File: src/verilog/fac_map.vh
// Constants for the auxiliary command decoder
`ifndef FAC_MAP_VH
`define FAC_MAP_VH
// Register port addresses
`define FAC_ADDR_DATA 2'h0
`define FAC_ADDR_STAT 2'h1
`define FAC_ADDR_CTRL 2'h2
// Control register bit
`define FAC_CTRL_SWRST 0
// Opcode values and masks
`define FAC_OP_CFG 8'h13
`define FAC_OP_DUMP 8'h0E
`define FAC_OP_PERP 8'h12
`define FAC_OP_SEEK 8'h8F
`define FAC_OP_RID 8'h0A
`define FAC_OP_LOCK 8'h14
`define FAC_MASK_FLAG6 8'hBF
`define FAC_MASK_FLAG7 8'h7F
// Command classes
`define FAC_CLS_CFG 3'h0
`define FAC_CLS_SEEK 3'h1
`define FAC_CLS_DUMP 3'h2
`define FAC_CLS_RID 3'h3
`define FAC_CLS_PERP 3'h4
`define FAC_CLS_LOCK 3'h5
`define FAC_CLS_BAD 3'h6
// Parameter byte counts
`define FAC_NPAR_CFG 2'h3
`define FAC_NPAR_SEEK 2'h2
`define FAC_NPAR_ONE 2'h1
`define FAC_NPAR_NONE 2'h0
// Result values and lengths
`define FAC_ST0_INVALID 8'h80
`define FAC_LEN_DUMP 4'hA
`define FAC_LEN_RID 4'h7
`define FAC_LEN_ONE 4'h1
// Reset values of stored settings
`define FAC_CFG_RST 7'h00
`define FAC_PRECOMP_START_TRACK_RST 8'h00
`define FAC_PERP_RST 6'h00
`define FAC_PCN_RST 8'h00
// Byte fields
`define FAC_BIT_DIR 6
`define FAC_BIT_DD 6
`define FAC_BIT_HEAD 2
`define FAC_BIT_LOCK 7
`define FAC_BIT_OVERWRITE 7
`define FAC_CYL_MAX 8'hFF
`endif

File: src/verilog/fac_aux_decoder.v
// Auxiliary command decoder and result generator
`timescale 1ns/1ps
`include "fac_map.vh"
// Notes on behaviour
// - Configure opcode then an all-zero byte
// - Third byte: seek, fifo, poll, threshold
// - Fourth byte stores precompensation start track
// - Dump opcode queues internal parameter registers
// - Dump returns ten bytes in fixed order
// - After format, dump shows sectors per track
// - After read/write, dump shows final sector
// - Read ID: density flag, head/unit byte
// - First good ID field captured into data
// - Read ID returns three status, four ID
// - Perpendicular: overwrite, drives, gap, write gate
// - Unknown opcode: no-op, single byte 80H
// - Unknown opcode puts device in standby
// - Lock command stores requested lock bit
// - Lock result shows lock in D4
// - Unit select stays internal, no pins
module fac_aux_decoder #(
  parameter DRIVES = 4,
  parameter DUMP_LEN = 10
) (
  // Clock and reset
  input wire clk,
  input wire srst,
  // Register port
  input wire [1:0] regAddr,
  input wire [7:0] regWrData,
  input wire regWrite,
  input wire regRead,
  output reg [7:0] regRdData_q,
  // Settings held by neighbouring command logic
  input wire [7:0] stepRateUnload,
  input wire [7:0] headLoadNonDma,
  input wire lastCmdFormat,
  input wire [7:0] sectorsPerTrack,
  input wire [7:0] finalSectorNumber,
  // Identification field reader
  output reg idStart_q,
  output reg idDoubleDensity_q,
  output reg idHeadSel_q,
  output reg [1:0] idUnit_q,
  input wire idDone,
  input wire [7:0] idStatusZero,
  input wire [7:0] idStatusOne,
  input wire [7:0] idStatusTwo,
  input wire [7:0] idCyl,
  input wire [7:0] idHead,
  input wire [7:0] idRec,
  input wire [7:0] idSize,
  // Internal stepper request
  output reg seekStart_q,
  output reg [1:0] seekUnit_q,
  output reg seekDir_q,
  output reg [7:0] seekCount_q,
  // Stored settings
  output reg autoSeekEnable_q,
  output reg fifoDisable_q,
  output reg pollDisable_q,
  output reg [3:0] fifoThreshold_q,
  output reg [7:0] precompStartTrack_q,
  output reg [5:0] perpMode_q,
  output reg lock_q,
  output reg standby_q
);
  localparam ST_IDLE = 4'b0001;
  localparam ST_PARAM = 4'b0010;
  localparam ST_WAITID = 4'b0100;
  localparam ST_RESULT = 4'b1000;

  reg [3:0] state_q;
  reg [2:0] cls_q;
  reg [1:0] need_q;
  reg [1:0] idx_q;
  reg [7:0] opByte_q;
  reg [1:0] unit_q;
  reg [3:0] resCnt_q;
  reg [3:0] rdPtr_q;
  reg [7:0] res_q [0:DUMP_LEN-1];
  reg [7:0] pcn_q [0:DRIVES-1];
  wire [2:0] opCls;
  wire [1:0] opParams;
  wire [7:0] seekTarget;
  wire dataWr;
  wire dataRd;
  wire softRst;
  integer i;

  assign dataWr = regWrite && (regAddr == `FAC_ADDR_DATA);
  assign dataRd = regRead && (regAddr == `FAC_ADDR_DATA);
  assign softRst = regWrite && (regAddr == `FAC_ADDR_CTRL) && regWrData[`FAC_CTRL_SWRST];

  // Opcode decode
  fac_opcode_class uClass (
    .opcode(regWrData),
    .cls(opCls),
    .nParam(opParams)
  );

  // Seek target
  fac_seek_calc uSeek (
    .curCyl(pcn_q[unit_q]),
    .stepCount(regWrData),
    .stepIn(opByte_q[`FAC_BIT_DIR]),
    .newCyl(seekTarget)
  );

  // Read data, valid only the cycle after a read strobe
  always @(posedge clk) begin
    if (srst) begin
      regRdData_q <= 8'h00;
    end else if (regRead) begin
      case (regAddr)
        `FAC_ADDR_DATA: begin
          regRdData_q <= state_q[3] ? res_q[rdPtr_q] : 8'h00;
        end
        `FAC_ADDR_STAT: begin
          regRdData_q <= {4'h0, lock_q, standby_q, state_q[3], ~state_q[0]};
        end
        default: begin
          regRdData_q <= 8'h00;
        end
      endcase
    end else begin
      regRdData_q <= 8'h00;
    end
  end

  // Command sequencing
  always @(posedge clk) begin
    if (srst) begin
      state_q <= ST_IDLE;
      cls_q <= `FAC_CLS_BAD;
      need_q <= `FAC_NPAR_NONE;
      idx_q <= 2'h0;
      opByte_q <= 8'h00;
      unit_q <= 2'h0;
      resCnt_q <= 4'h0;
      rdPtr_q <= 4'h0;
      idStart_q <= 1'b0;
      idDoubleDensity_q <= 1'b0;
      idHeadSel_q <= 1'b0;
      idUnit_q <= 2'h0;
      seekStart_q <= 1'b0;
      seekUnit_q <= 2'h0;
      seekDir_q <= 1'b0;
      seekCount_q <= 8'h00;
      {autoSeekEnable_q, fifoDisable_q, pollDisable_q, fifoThreshold_q} <= `FAC_CFG_RST;
      precompStartTrack_q <= `FAC_PRECOMP_START_TRACK_RST;
      perpMode_q <= `FAC_PERP_RST;
      lock_q <= 1'b0;
      standby_q <= 1'b0;
      for (i = 0; i < DUMP_LEN; i = i + 1) begin
        res_q[i] <= 8'h00;
      end
      for (i = 0; i < DRIVES; i = i + 1) begin
        pcn_q[i] <= `FAC_PCN_RST;
      end
    end else if (softRst) begin
      state_q <= ST_IDLE;
      idStart_q <= 1'b0;
      seekStart_q <= 1'b0;
      rdPtr_q <= 4'h0;
      if (!lock_q) begin
        {autoSeekEnable_q, fifoDisable_q, pollDisable_q, fifoThreshold_q} <= `FAC_CFG_RST;
        precompStartTrack_q <= `FAC_PRECOMP_START_TRACK_RST;
      end
    end else begin
      idStart_q <= 1'b0;
      seekStart_q <= 1'b0;
      case (state_q)
        ST_IDLE: begin
          if (dataWr) begin
            opByte_q <= regWrData;
            cls_q <= opCls;
            need_q <= opParams;
            idx_q <= 2'h0;
            rdPtr_q <= 4'h0;
            standby_q <= 1'b0;
            case (opCls)
              `FAC_CLS_DUMP: begin
                for (i = 0; i < DRIVES; i = i + 1) begin
                  res_q[i] <= pcn_q[i];
                end
                res_q[4] <= stepRateUnload;
                res_q[5] <= headLoadNonDma;
                res_q[6] <= lastCmdFormat ? sectorsPerTrack : finalSectorNumber;
                res_q[7] <= {lock_q, 1'b0, perpMode_q};
                res_q[8] <= {1'b0, autoSeekEnable_q, fifoDisable_q, pollDisable_q, fifoThreshold_q};
                res_q[9] <= precompStartTrack_q;
                resCnt_q <= `FAC_LEN_DUMP;
                state_q <= ST_RESULT;
              end
              `FAC_CLS_LOCK: begin
                lock_q <= regWrData[`FAC_BIT_LOCK];
                res_q[0] <= {3'h0, regWrData[`FAC_BIT_LOCK], 4'h0};
                resCnt_q <= `FAC_LEN_ONE;
                state_q <= ST_RESULT;
              end
              `FAC_CLS_BAD: begin
                res_q[0] <= `FAC_ST0_INVALID;
                resCnt_q <= `FAC_LEN_ONE;
                standby_q <= 1'b1;
                state_q <= ST_RESULT;
              end
              default: begin
                state_q <= ST_PARAM;
              end
            endcase
          end
        end
        ST_PARAM: begin
          if (dataWr) begin
            idx_q <= idx_q + 2'h1;
            if (idx_q == need_q - 2'h1) begin
              state_q <= ST_IDLE;
            end
            case (cls_q)
              `FAC_CLS_CFG: begin
                if (idx_q == 2'h1) begin
                  {autoSeekEnable_q, fifoDisable_q, pollDisable_q, fifoThreshold_q} <= regWrData[6:0];
                end else if (idx_q == 2'h2) begin
                  precompStartTrack_q <= regWrData;
                end
              end
              `FAC_CLS_SEEK: begin
                if (idx_q == 2'h0) begin
                  unit_q <= regWrData[1:0];
                end else begin
                  pcn_q[unit_q] <= seekTarget;
                  seekStart_q <= 1'b1;
                  seekUnit_q <= unit_q;
                  seekDir_q <= opByte_q[`FAC_BIT_DIR];
                  seekCount_q <= regWrData;
                end
              end
              `FAC_CLS_RID: begin
                idDoubleDensity_q <= opByte_q[`FAC_BIT_DD];
                idHeadSel_q <= regWrData[`FAC_BIT_HEAD];
                idUnit_q <= regWrData[1:0];
                idStart_q <= 1'b1;
                state_q <= ST_WAITID;
              end
              `FAC_CLS_PERP: begin
                // Drive bits only with overwrite flag
                perpMode_q[1:0] <= regWrData[1:0];
                if (regWrData[`FAC_BIT_OVERWRITE]) begin
                  perpMode_q[5:2] <= regWrData[5:2];
                end
              end
              default: begin
                state_q <= ST_IDLE;
              end
            endcase
          end
        end
        ST_WAITID: begin
          if (idDone) begin
            res_q[0] <= idStatusZero;
            res_q[1] <= idStatusOne;
            res_q[2] <= idStatusTwo;
            res_q[3] <= idCyl;
            res_q[4] <= idHead;
            res_q[5] <= idRec;
            res_q[6] <= idSize;
            resCnt_q <= `FAC_LEN_RID;
            rdPtr_q <= 4'h0;
            state_q <= ST_RESULT;
          end
        end
        ST_RESULT: begin
          if (dataRd) begin
            rdPtr_q <= rdPtr_q + 4'h1;
            if (rdPtr_q == resCnt_q - 4'h1) begin
              state_q <= ST_IDLE;
            end
          end
        end
        default: begin
          state_q <= ST_IDLE;
        end
      endcase
    end
  end
endmodule // fac_aux_decoder

File: src/verilog/fac_opcode_class.v
// Opcode classifier with parameter byte count
`timescale 1ns/1ps
`include "fac_map.vh"
module fac_opcode_class (
  // Opcode in
  input wire [7:0] opcode,
  // Class out
  output reg [2:0] cls,
  output reg [1:0] nParam
);
  always @* begin
    cls = `FAC_CLS_BAD;
    nParam = `FAC_NPAR_NONE;
    if (opcode == `FAC_OP_CFG) begin
      cls = `FAC_CLS_CFG;
      nParam = `FAC_NPAR_CFG;
    end else if ((opcode & `FAC_MASK_FLAG6) == `FAC_OP_SEEK) begin
      cls = `FAC_CLS_SEEK;
      nParam = `FAC_NPAR_SEEK;
    end else if (opcode == `FAC_OP_DUMP) begin
      cls = `FAC_CLS_DUMP;
    end else if ((opcode & `FAC_MASK_FLAG6) == `FAC_OP_RID) begin
      cls = `FAC_CLS_RID;
      nParam = `FAC_NPAR_ONE;
    end else if (opcode == `FAC_OP_PERP) begin
      cls = `FAC_CLS_PERP;
      nParam = `FAC_NPAR_ONE;
    end else if ((opcode & `FAC_MASK_FLAG7) == `FAC_OP_LOCK) begin
      cls = `FAC_CLS_LOCK;
    end
  end
endmodule // fac_opcode_class

File: src/verilog/fac_seek_calc.v
// Relative seek target cylinder arithmetic
`timescale 1ns/1ps
`include "fac_map.vh"
module fac_seek_calc (
  // Operands
  input wire [7:0] curCyl,
  input wire [7:0] stepCount,
  input wire stepIn,
  // Result
  output wire [7:0] newCyl
);
  function [7:0] stepCyl;
    input [7:0] cur;
    input [7:0] cnt;
    input dirIn;
    reg [8:0] sum;
    begin
      sum = {1'b0, cur} + {1'b0, cnt};
      if (dirIn) begin
        stepCyl = sum[8] ? `FAC_CYL_MAX : sum[7:0];
      end else begin
        stepCyl = (cnt > cur) ? `FAC_PCN_RST : cur - cnt;
      end
    end
  endfunction
  assign newCyl = stepCyl(curCyl, stepCount, stepIn);
endmodule // fac_seek_calc

File: config.mk
export PLATFORM = sky130hd
export DESIGN_NAME = fac_aux_decoder
export DESIGN_NICKNAME = d
export VERILOG_FILES = /design/src/verilog/fac_aux_decoder.v /design/src/verilog/fac_opcode_class.v /design/src/verilog/fac_seek_calc.v
export VERILOG_INCLUDE_DIRS = /design/src /design/src/verilog
export SDC_FILE = /design/constraint.sdc
export NUM_CORES = 1
export LEC_CHECK = 0
export ABC_CLOCK_PERIOD_IN_PS = 8620
export BUFFER_PORTS_ARGS = -buffer_cell sky130_fd_sc_hd__buf_2
export CAP_MARGIN = 10
export CORE_MARGIN = 1
export CORE_UTILIZATION = 39
export DETAILED_ROUTE_END_ITERATION = 6
export GPL_TIMING_DRIVEN = 1
export PLACE_DENSITY_LB_ADDON = 0.3
export SETUP_SLACK_MARGIN = 0.5
export SLEW_MARGIN = 20
export SYNTH_ARGS = -nofsm -noshare
export SYNTH_HDL_FRONTEND = slang
export SYNTH_SLANG_ARGS = --single-unit
File: constraint.sdc
create_clock -name clk -period 8.62 [get_ports clk]
set_input_delay 0.431 -clock clk [delete_from_list [all_inputs] [get_ports clk]]
set_output_delay 0.431 -clock clk [all_outputs]
set_load 0.01 [all_outputs]
* After elaboration in Yosys (flattened, before gate mapping)
Memories as Yosys holds them, arrays and structs flattened. A register that Yosys moved wholly into a read port is not among the register bits.
Cells that the tools add are included.
** Storage, ports and cells
- Bits of input ports :: 104
- Memory bits (writable) :: 112
- Memory bits (read-only) :: 0
- Memories :: 2
- Bits in latches :: 0
- Output and inout bits :: 48
- Register bits :: 76
** Operators by class
- $lt $le $gt $ge :: 1
- Bitwise operators :: 25
- Shift operators :: 0
- Multiplexer cells :: 125
- Equality and inequality tests :: 31
- Reductions and logical operators :: 35
- Divide/modulo/power cells :: 0
- $add $sub $neg :: 6
- Multiply operators :: 0
** Memories
- res_q :: depth 10, bits a word 8, read ports 1, clocked after Yosys merged registers in 1, write ports 10, RTL line fac_aux_decoder.v:81 : reg [7:0] res_q [0:DUMP_LEN-1];
- pcn_q :: depth 4, bits a word 8, read ports 5, clocked after Yosys merged registers in 1, write ports 4, RTL line fac_aux_decoder.v:82 : reg [7:0] pcn_q [0:DRIVES-1];
** Operator list (number)
- $mux W8 :: 32
- $mux W4 :: 20
- $mux W1 :: 51
- $reduce_and A5 Y1 :: 5
- $pmux W4 S2 :: 3
- $mux W2 :: 10
- $reduce_and A4 Y1 :: 5
- $or A1 B1 Y1 :: 19
- $eq A8 B5 Y1 const B :: 2
- $pmux W4 S4 :: 1
- $pmux W8 S2 :: 1
- $mux W3 :: 5
- $ne A2 B2 Y1 const B :: 7
- $reduce_bool A2 Y1 :: 7
- $pmux W4 S3 :: 1
- $reduce_and A6 Y1 :: 2
- $add A8 B8 Y9 :: 1
- $eq A3 B3 Y1 const B :: 3
- $eq A8 B4 Y1 const B :: 1
- $gt A8 B8 Y1 :: 1
- $reduce_or A8 Y1 :: 1
- $sub A8 B8 Y8 :: 1
- $eq A7 B4 Y1 const B :: 1
- $eq A7 B5 Y1 const B :: 1
- other kinds (27) :: 42

* Longest topological paths before layout
Gate-level depths: netlist (run 1).
- Depth after elaboration :: 18
- Gate-level depth with buffers :: 12
- Mapped depth without buffers :: 11

* Cells and area by module
Synthesis (run 1) repeated with hierarchy kept, for this count alone.
** Unflattened totals
- Cells, all modules :: 826
- Area total of the unflattened synthesis :: 9495.4 um^2
** Modules (own cells, without submodules)
- fac_aux_decoder :: area an instance 8426.8 um^2, cells an instance 682, sequential area each 4824.6 um^2, times used 1
- fac_seek_calc :: area an instance 892.1 um^2, cells an instance 117, sequential area each 0.0 um^2, times used 1
- fac_opcode_class :: area an instance 176.4 um^2, cells an instance 27, sequential area each 0.0 um^2, times used 1

* Least setup slack after synthesis (run 1)
Ideal clock, no wire load.
- Path type :: reg2reg
- From :: register with a tool-made name
- To :: memory pcn_q[0][2] (data pin)
- Path buffers :: 2
- Library setup time :: 0.279 ns
- Data arrival time :: 3.293 ns
- Stages on the path, launching flop included :: 11
- Data required time :: 8.341 ns
- Period minus slack after synthesis :: 3.572 ns
- Setup slack :: 5.048 ns
- Cells stage by stage :: dfxtp_1 -> clkbuf_1 -> mux4_2 -> ha_1 -> clkbuf_1 -> nor2_1 -> a221o_1 -> o211ai_1 -> nand2_1 -> o311ai_0 -> nor2_1
** RTL lines (RTL line)
- end: declaration :: fac_aux_decoder.v:82

==> results of run 1 <==
worst paths after layout:
check	from	endpoint	slack, ps	cells after the start
setup / recovery	flip-flop	pcn_q[0][2]	4700	8
hold reg to reg	need_q[1]	need_q[1]	480	2
hold / removal	stepRateUnload[6]	res_q[4][6]	290	2
setup reg to reg	flip-flop	pcn_q[0][2]	4700	8
Yosys cell counts (10+ instances only):
cell      instances  share of area
nor2_1           77          0.031
a22o_1           56          0.053
a21oi_1          51          0.028
and2_1           37          0.025
dfxtp_1          76           0.16
clkbuf_1         36          0.015
edfxtp_1        110           0.36
o21ai_0          22          0.012
mux4_2           23          0.056
ha_1             21          0.028
mux2_2           12          0.015
inv_1            24         0.0098
nand3_1          26          0.014
nand2b_1         10         0.0068
mux2i_1          27          0.029
nor3_1           14         0.0076
nand2_1          56          0.023
a211oi_1         10         0.0081
metal layers:
metal / vias up / routed length, um / track usage
met5: - / 0 / 0
met4: 0 / 644 / 0.07096
met3: 29 / 1445 / 0.04167
met1: 3381 / 11060 / 0.2809
li1: 3326 / - / -
met2: 244 / 11460 / 0.3272
cells by family after synthesis:
group | Yosys count
AOI/OAI and AO/OA | 192
adders and majority gates | 23
and+or+nand+nor | 274
DFF | 186
buffers and inverters | 78
xor gates and xnor gates | 7
muxes | 62
sequential cells by signal, indices dropped and copies added (netlist names), 3 cells and up, named ones only:
register,count
pcn_q,32
resCnt_q,4
state_q,4
fifoThreshold_q,4
seekCount_q,8
rdPtr_q,4
cls_q,3
res_q,78
regRdData_q,8
perpMode_q,6
precompStartTrack_q,8
metrics by stage:
step	instance area, um2	util
2_1_floorplan	9235	-
3_3_place_gp	10190	0.4448
3_5_place_dp	10190	0.4448
4_1_cts	10810	0.4719
5_1_grt	10820	0.4721
6_report	10820	0.4721
power groups by stage:
stage / clock [mW] / sequential (mW) / combinational (mW)
floorplan: 0 / 0.993 / 0.116
global placement: 0 / 0.999 / 0.179
detailed placement: 0 / 1.00 / 0.179
CTS: 0.839 / 0.980 / 0.180
global route: 0.873 / 0.983 / 0.196
finish: 0.826 / 0.980 / 0.180
layout make-up:
type / instances / area (um2) / area share
clock inverters: 15 / 196.4 / 0.01816
repair buffers: 156 / 793.3 / 0.07332
flip-flops and latches: 186 / 4825 / 0.4459
inverters: 25 / 93.84 / 0.008674
well taps: 313 / 391.6 / 0.03620
multi-input cells: 558 / 4094 / 0.3784
clock buffers: 17 / 425.4 / 0.03932
critical path: stages, from the launching register on:
cell and delay (ps):
dfxtp_1 660, mux4_2 620, ha_1 470, nor2_1 100, a221o_1 360, o211ai_1 480
nand2_1 170, o311ai_0 670, nor2_1 120
==> flow_metrics.py, run 1 <==
metrics = {
    "status": {
        "outcome": "complete, no violations",
    },
    "floorplanning": {
        "die_w_um": 155.9,
        "dieArea_mm2": 0.02430,
        "core_area_mm2": 0.02292,
        "die_h_um": 155.9,
        "row_count": 55,
        "initial_utilization": 0.4030,
        "io_pins": 152,
    },
    "critical_path": {
        "crit_type": "reg2reg",
        "worstPathArrival_ps": 4070,
        "cp.required_ps": 8770,
        "path_max_fanout": 9,
        "critPathCaptureType": "flip-flop",
        "start_kind": "flip-flop",
    },
    "place": {
        "place_congestion": 0.8526,
        "placedCellCount": 1238,
        "place_ws_ps": 4734,
        "port_buffers": 151,
        "hpwl_mm": 18.02,
    },
    "clocking": {
        "cts_setup_buffers": 0,
        "cts_made_buffers": 17,
        "clkTransAtPathRegs_ps": 80,
        "cts_root_buf": "clkbuf_16",
        "clock_path_buffers": 2,
        "hold_buffers": 0,
        "cts_repair_resize_count": 0,
        "h-tree-depth": 4,
        "clock_latency_ps": 430,
        "cts_tree": "done",
        "cts.sinks": 186,
    },
    "pwr": {
        "p_switching_mw": 0.5056,
        "seqPwrFrac": 0.493,
        "p_clk_frac": 0.416,
        "power_density_mw_per_mm2": 183.6,
        "worst_ir_drop_vdd_mv": 0.1326,
        "p_leak_nw": 4.140,
        "p_int_mw": 1.481,
        "power_frac_comb": 0.091,
        "swShare": 0.2546,
        "p_total_mw": 1.986,
    },
    "logic_synthesis": {
        "syn_avg_cell_area_um2": 11.23,
        "synth-seq-area-share": 0.5224,
        "synthXorXnorAreaFrac": 0.006639,
        "syn_nets": 949,
        "synth_edf_count": 110,
        "synth_cell_types": 74,
        "synth_top_family_by_area": "simple AND/OR/NAND/NOR gates",
        "synth_mux_area_frac": 0.09999,
        "ys.flop_type": "edfxtp_1",
        "yosysWarnings": 0,
        "syn_inst": 822,
        "ys_seq_elements": 186,
        "yosys.area_share.simple": 0.1535,
        "syn_area_mm2": 0.009235,
        "synth_compound_area_frac": 0.1488,
        "synth-async-reset-ratio": 0,
        "synth_fa_ha_area_frac": 0.03279,
    },
    "global_routing": {
        "grt_pass1_wl_mm": 37.65,
        "grt_pass1_vias": 6677,
        "overflow": 0,
        "grt_max_degree": 78,
        "grtUsageTotal": 0.2064,
        "antenna_found_initial": 0,
    },
    "drt": {
        "routed_wl_mm": 24.62,
        "drc_errors": 0,
        "first_iter_violations": 470,
        "wl_per_cell_um": 19.38,
        "vias_per_cell": 5.496,
        "antenna_left": 0,
        "dr.pass1.iters": 5,
        "dr_total_vias": 6980,
    },
    "hold_path": {
        "hold_path.class": "in2reg",
    },
    "timing": {
        "fmax_mhz": 255.3,
        "rsz0062_at_grt": "false",
        "whs_ps": 285.6,
        "relSlewSlack": 0.2636,
        "worst_slack_ps": 4704,
        "setup_viol": 0,
        "fin_setup_tns_ps": 0,
        "maxSlewViolCount": 0,
        "tightest_slew_ps": 1091,
        "skew_ps": 10.36,
        "finalCriticalPeriod_ps": 3916,
        "hold_violations": 0,
        "finalCritPeriodShare": 0.4543,
    },
    "cells_and_area": {
        "layout_common_cells": "151 x buf_2, 110 x edfxtp_1, 77 x nor2_1",
        "fin_cells": 1270,
        "nFillCells": 2167,
        "layout_commonest_cell": "buf_2",
        "antennaDiodeCount": 0,
        "area_delta_synth_final_pct": 17.15,
        "nets": 1071,
        "layout-drive-gt1-share": 0.2550,
    },
    "run": {
        "drv_cap": 0,
    },
}
Power figures use the tool's default switching activity.
==> inputs of run 2 (changes only) <==
- ABC_CLOCK_PERIOD_IN_PS: 8620 -> 3170
- clock period: 8.62 -> 3.17 ns (I/O delays scaled with it)
==> run 2 against run 1 <==
Final cell count rose by 3.4%. Global-route usage rose by 0.26 points. Sequential power rose to 2.7 times the previous value. First-iteration DRC count rose by 17%. Cell area rose by 5.7%. Register-to-register slack got worse by 4400 ps. Largest cell class unchanged. Largest power group unchanged.
==> flow_metrics.py, run 2 (synthesis results as in run 1) <==
metrics = {
    "critical_path": {
        "critPathCaptureType": "flip-flop",
        "crit_type": "reg2reg",
        "cpMostUsedCell": "inv_2",
        "max_stage_delay_ps": 570,
        "cp.required_ps": 3360,
        "r2r_cells": 12,
        "path_cells": "buf_12 -> mux4_2 -> inv_2 -> ha_4 -> inv_2 -> fa_2 -> a211oi_4 -> nor2_4 -> o21ai_2 -> a21oi_2 -> o221a_4 -> and2_1",
        "worstPathArrival_ps": 3100,
        "path_max_fanout": 8,
        "start_kind": "flip-flop",
        "critPathSlowestCell": "mux4_2",
    },
    "pwr": {
        "p_int_mw": 4.050,
        "p_leak_nw": 4.361,
        "p_switching_mw": 1.339,
        "power_density_mw_per_mm2": 471.0,
        "power_frac_comb": 0.109,
        "worst_ir_drop_vdd_mv": 0.3131,
        "p_clk_frac": 0.396,
        "swShare": 0.2484,
        "seqPwrFrac": 0.495,
    },
    "cells_and_area": {
        "largest_reg_flops": 78,
        "layout-drive-gt1-share": 0.3330,
        "nets": 1114,
        "regMostFlops": "res_q",
        "area_delta_synth_final_pct": 23.87,
        "top_regs": "res_q x78, pcn_q x32",
        "antennaDiodeCount": 0,
        "layout_commonest_cell": "buf_2",
        "fin_cells": 1313,
        "layout_common_cells": "151 x buf_2, 110 x edfxtp_1, 74 x dfxtp_1",
        "fin_util": 0.4992,
    },
    "timing": {
        "rsz0062_at_grt": "true",
        "maxSlewViolCount": 0,
        "setup_viol": 0,
        "hold_violations": 0,
        "finalCritPeriodShare": 0.9171,
        "fmax_mhz": 344.0,
        "tightest_slew_ps": 717.3,
        "finalCriticalPeriod_ps": 2907,
        "skew_ps": 11.55,
        "fin_setup_tns_ps": 0,
        "relSlewSlack": 0.5212,
    },
    "floorplanning": {
        "die_w_um": 155.9,
        "core_area_mm2": 0.02292,
        "row_count": 55,
        "io_pins": 152,
        "initial_utilization": 0.4030,
        "die_h_um": 155.9,
        "dieArea_mm2": 0.02430,
    },
    "drt": {
        "dr.pass1.iters": 5,
        "first_iter_violations": 552,
        "wl_per_cell_um": 19.35,
        "drc_errors": 0,
        "routed_wl_mm": 25.41,
        "antenna_left": 0,
        "vias_per_cell": 5.449,
        "dr_total_vias": 7155,
    },
    "global_routing": {
        "antenna_found_initial": 0,
        "grt_pass1_wl_mm": 37.98,
        "grtUsageTotal": 0.2090,
        "grt_max_degree": 56,
        "grt_pass1_vias": 6729,
        "overflow": 0,
    },
    "clocking": {
        "clkTransAtPathRegs_ps": 70,
        "clock_latency_ps": 430,
        "cts_tree": "done",
        "h-tree-depth": 4,
        "cts_made_buffers": 17,
        "cts.sinks": 186,
        "clock_path_buffers": 2,
        "cts_root_buf": "clkbuf_16",
    },
    "place": {
        "hpwl_mm": 18.72,
        "placedCellCount": 1261,
        "port_buffers": 151,
        "place_congestion": 0.8884,
    },
    "run": {
        "drv_cap": 0,
    },
    "hold_path": {
        "hold_path_depth": 2,
        "hold_path.class": "in2reg",
    },
    "status": {
        "outcome": "complete, no violations",
    },
}
## run 2: per-stage QoR
stage | hold slack (ps) | cell area (um2) | power [mW] | worst slack, ps
final | 18.13 | 11440 | 5.389 | 262.9
after global routing | 12.10 | 11440 | 5.556 | 146.5
after CTS | 1.545 | 11230 | 5.366 | 212.1
after detailed placement | 450.4 | 10490 | 3.240 | 117.8
after global placement | 457.2 | 10490 | 3.236 | 155.9
after floorplan | 279.2 | 9349 | 3.033 | 208.3
## run 2: final timing paths
check        slack, ps         startpoint          end
max                260          flip-flop  pcn_q[2][6]
min                 20  stepRateUnload[5]  res_q[4][5]
max reg2reg        260          flip-flop  pcn_q[2][6]
min reg2reg        480        idUnit_q[0]  idUnit_q[0]
## run 2: power groups by stage
stage	Combinational (mW)	Clock (mW)	Sequential, mW
4_1_cts	0.549	2.15	2.66
6_report	0.589	2.13	2.66
3_3_place_gp	0.521	0	2.72
3_5_place_dp	0.523	0	2.72
2_1_floorplan	0.334	0	2.70
5_1_grt	0.637	2.25	2.67
## run 2: per-layer routing
layer,up-vias,track usage,wire [um]
met5,-,0,0
met4,0,0.07096,532
met3,28,0.03667,1343
met2,245,0.3408,12080
met1,3482,0.2802,11450
li1,3400,-,-
## run 2: worst max-delay path, delay by kind of cell (launching register included)
kind | cells | cell delay, ps
DFF | 1 | 340
adders and majority gates | 2 | 480
and+or+nand+nor | 2 | 210
buffers and inverters | 3 | 250
AOI/OAI and AO/OA | 4 | 820
muxes | 1 | 570
## run 2: what timing repair did
item | CTS | global route
pin swaps | 20 | 20
setup buffers | 7 | 12
resized for setup | 22 | 29
endpoints found under the setup margin | 42 | 55
endpoints found under the hold margin | 1 | 0
hold buffers | 1 | 0
## run 2: final cells by class
| class | instances | area [um2] |
|---|---|---|
| Clock buffer | 18 | 429.2 |
| Clock inverter | 14 | 156.4 |
| Fill cell | 2049 | 11480 |
| Inverter | 25 | 100.1 |
| Multi-Input combinational cell | 558 | 4379 |
| Sequential cell | 186 | 4827 |
| Tap cell | 313 | 391.6 |
| Timing Repair Buffer | 199 | 1156 |
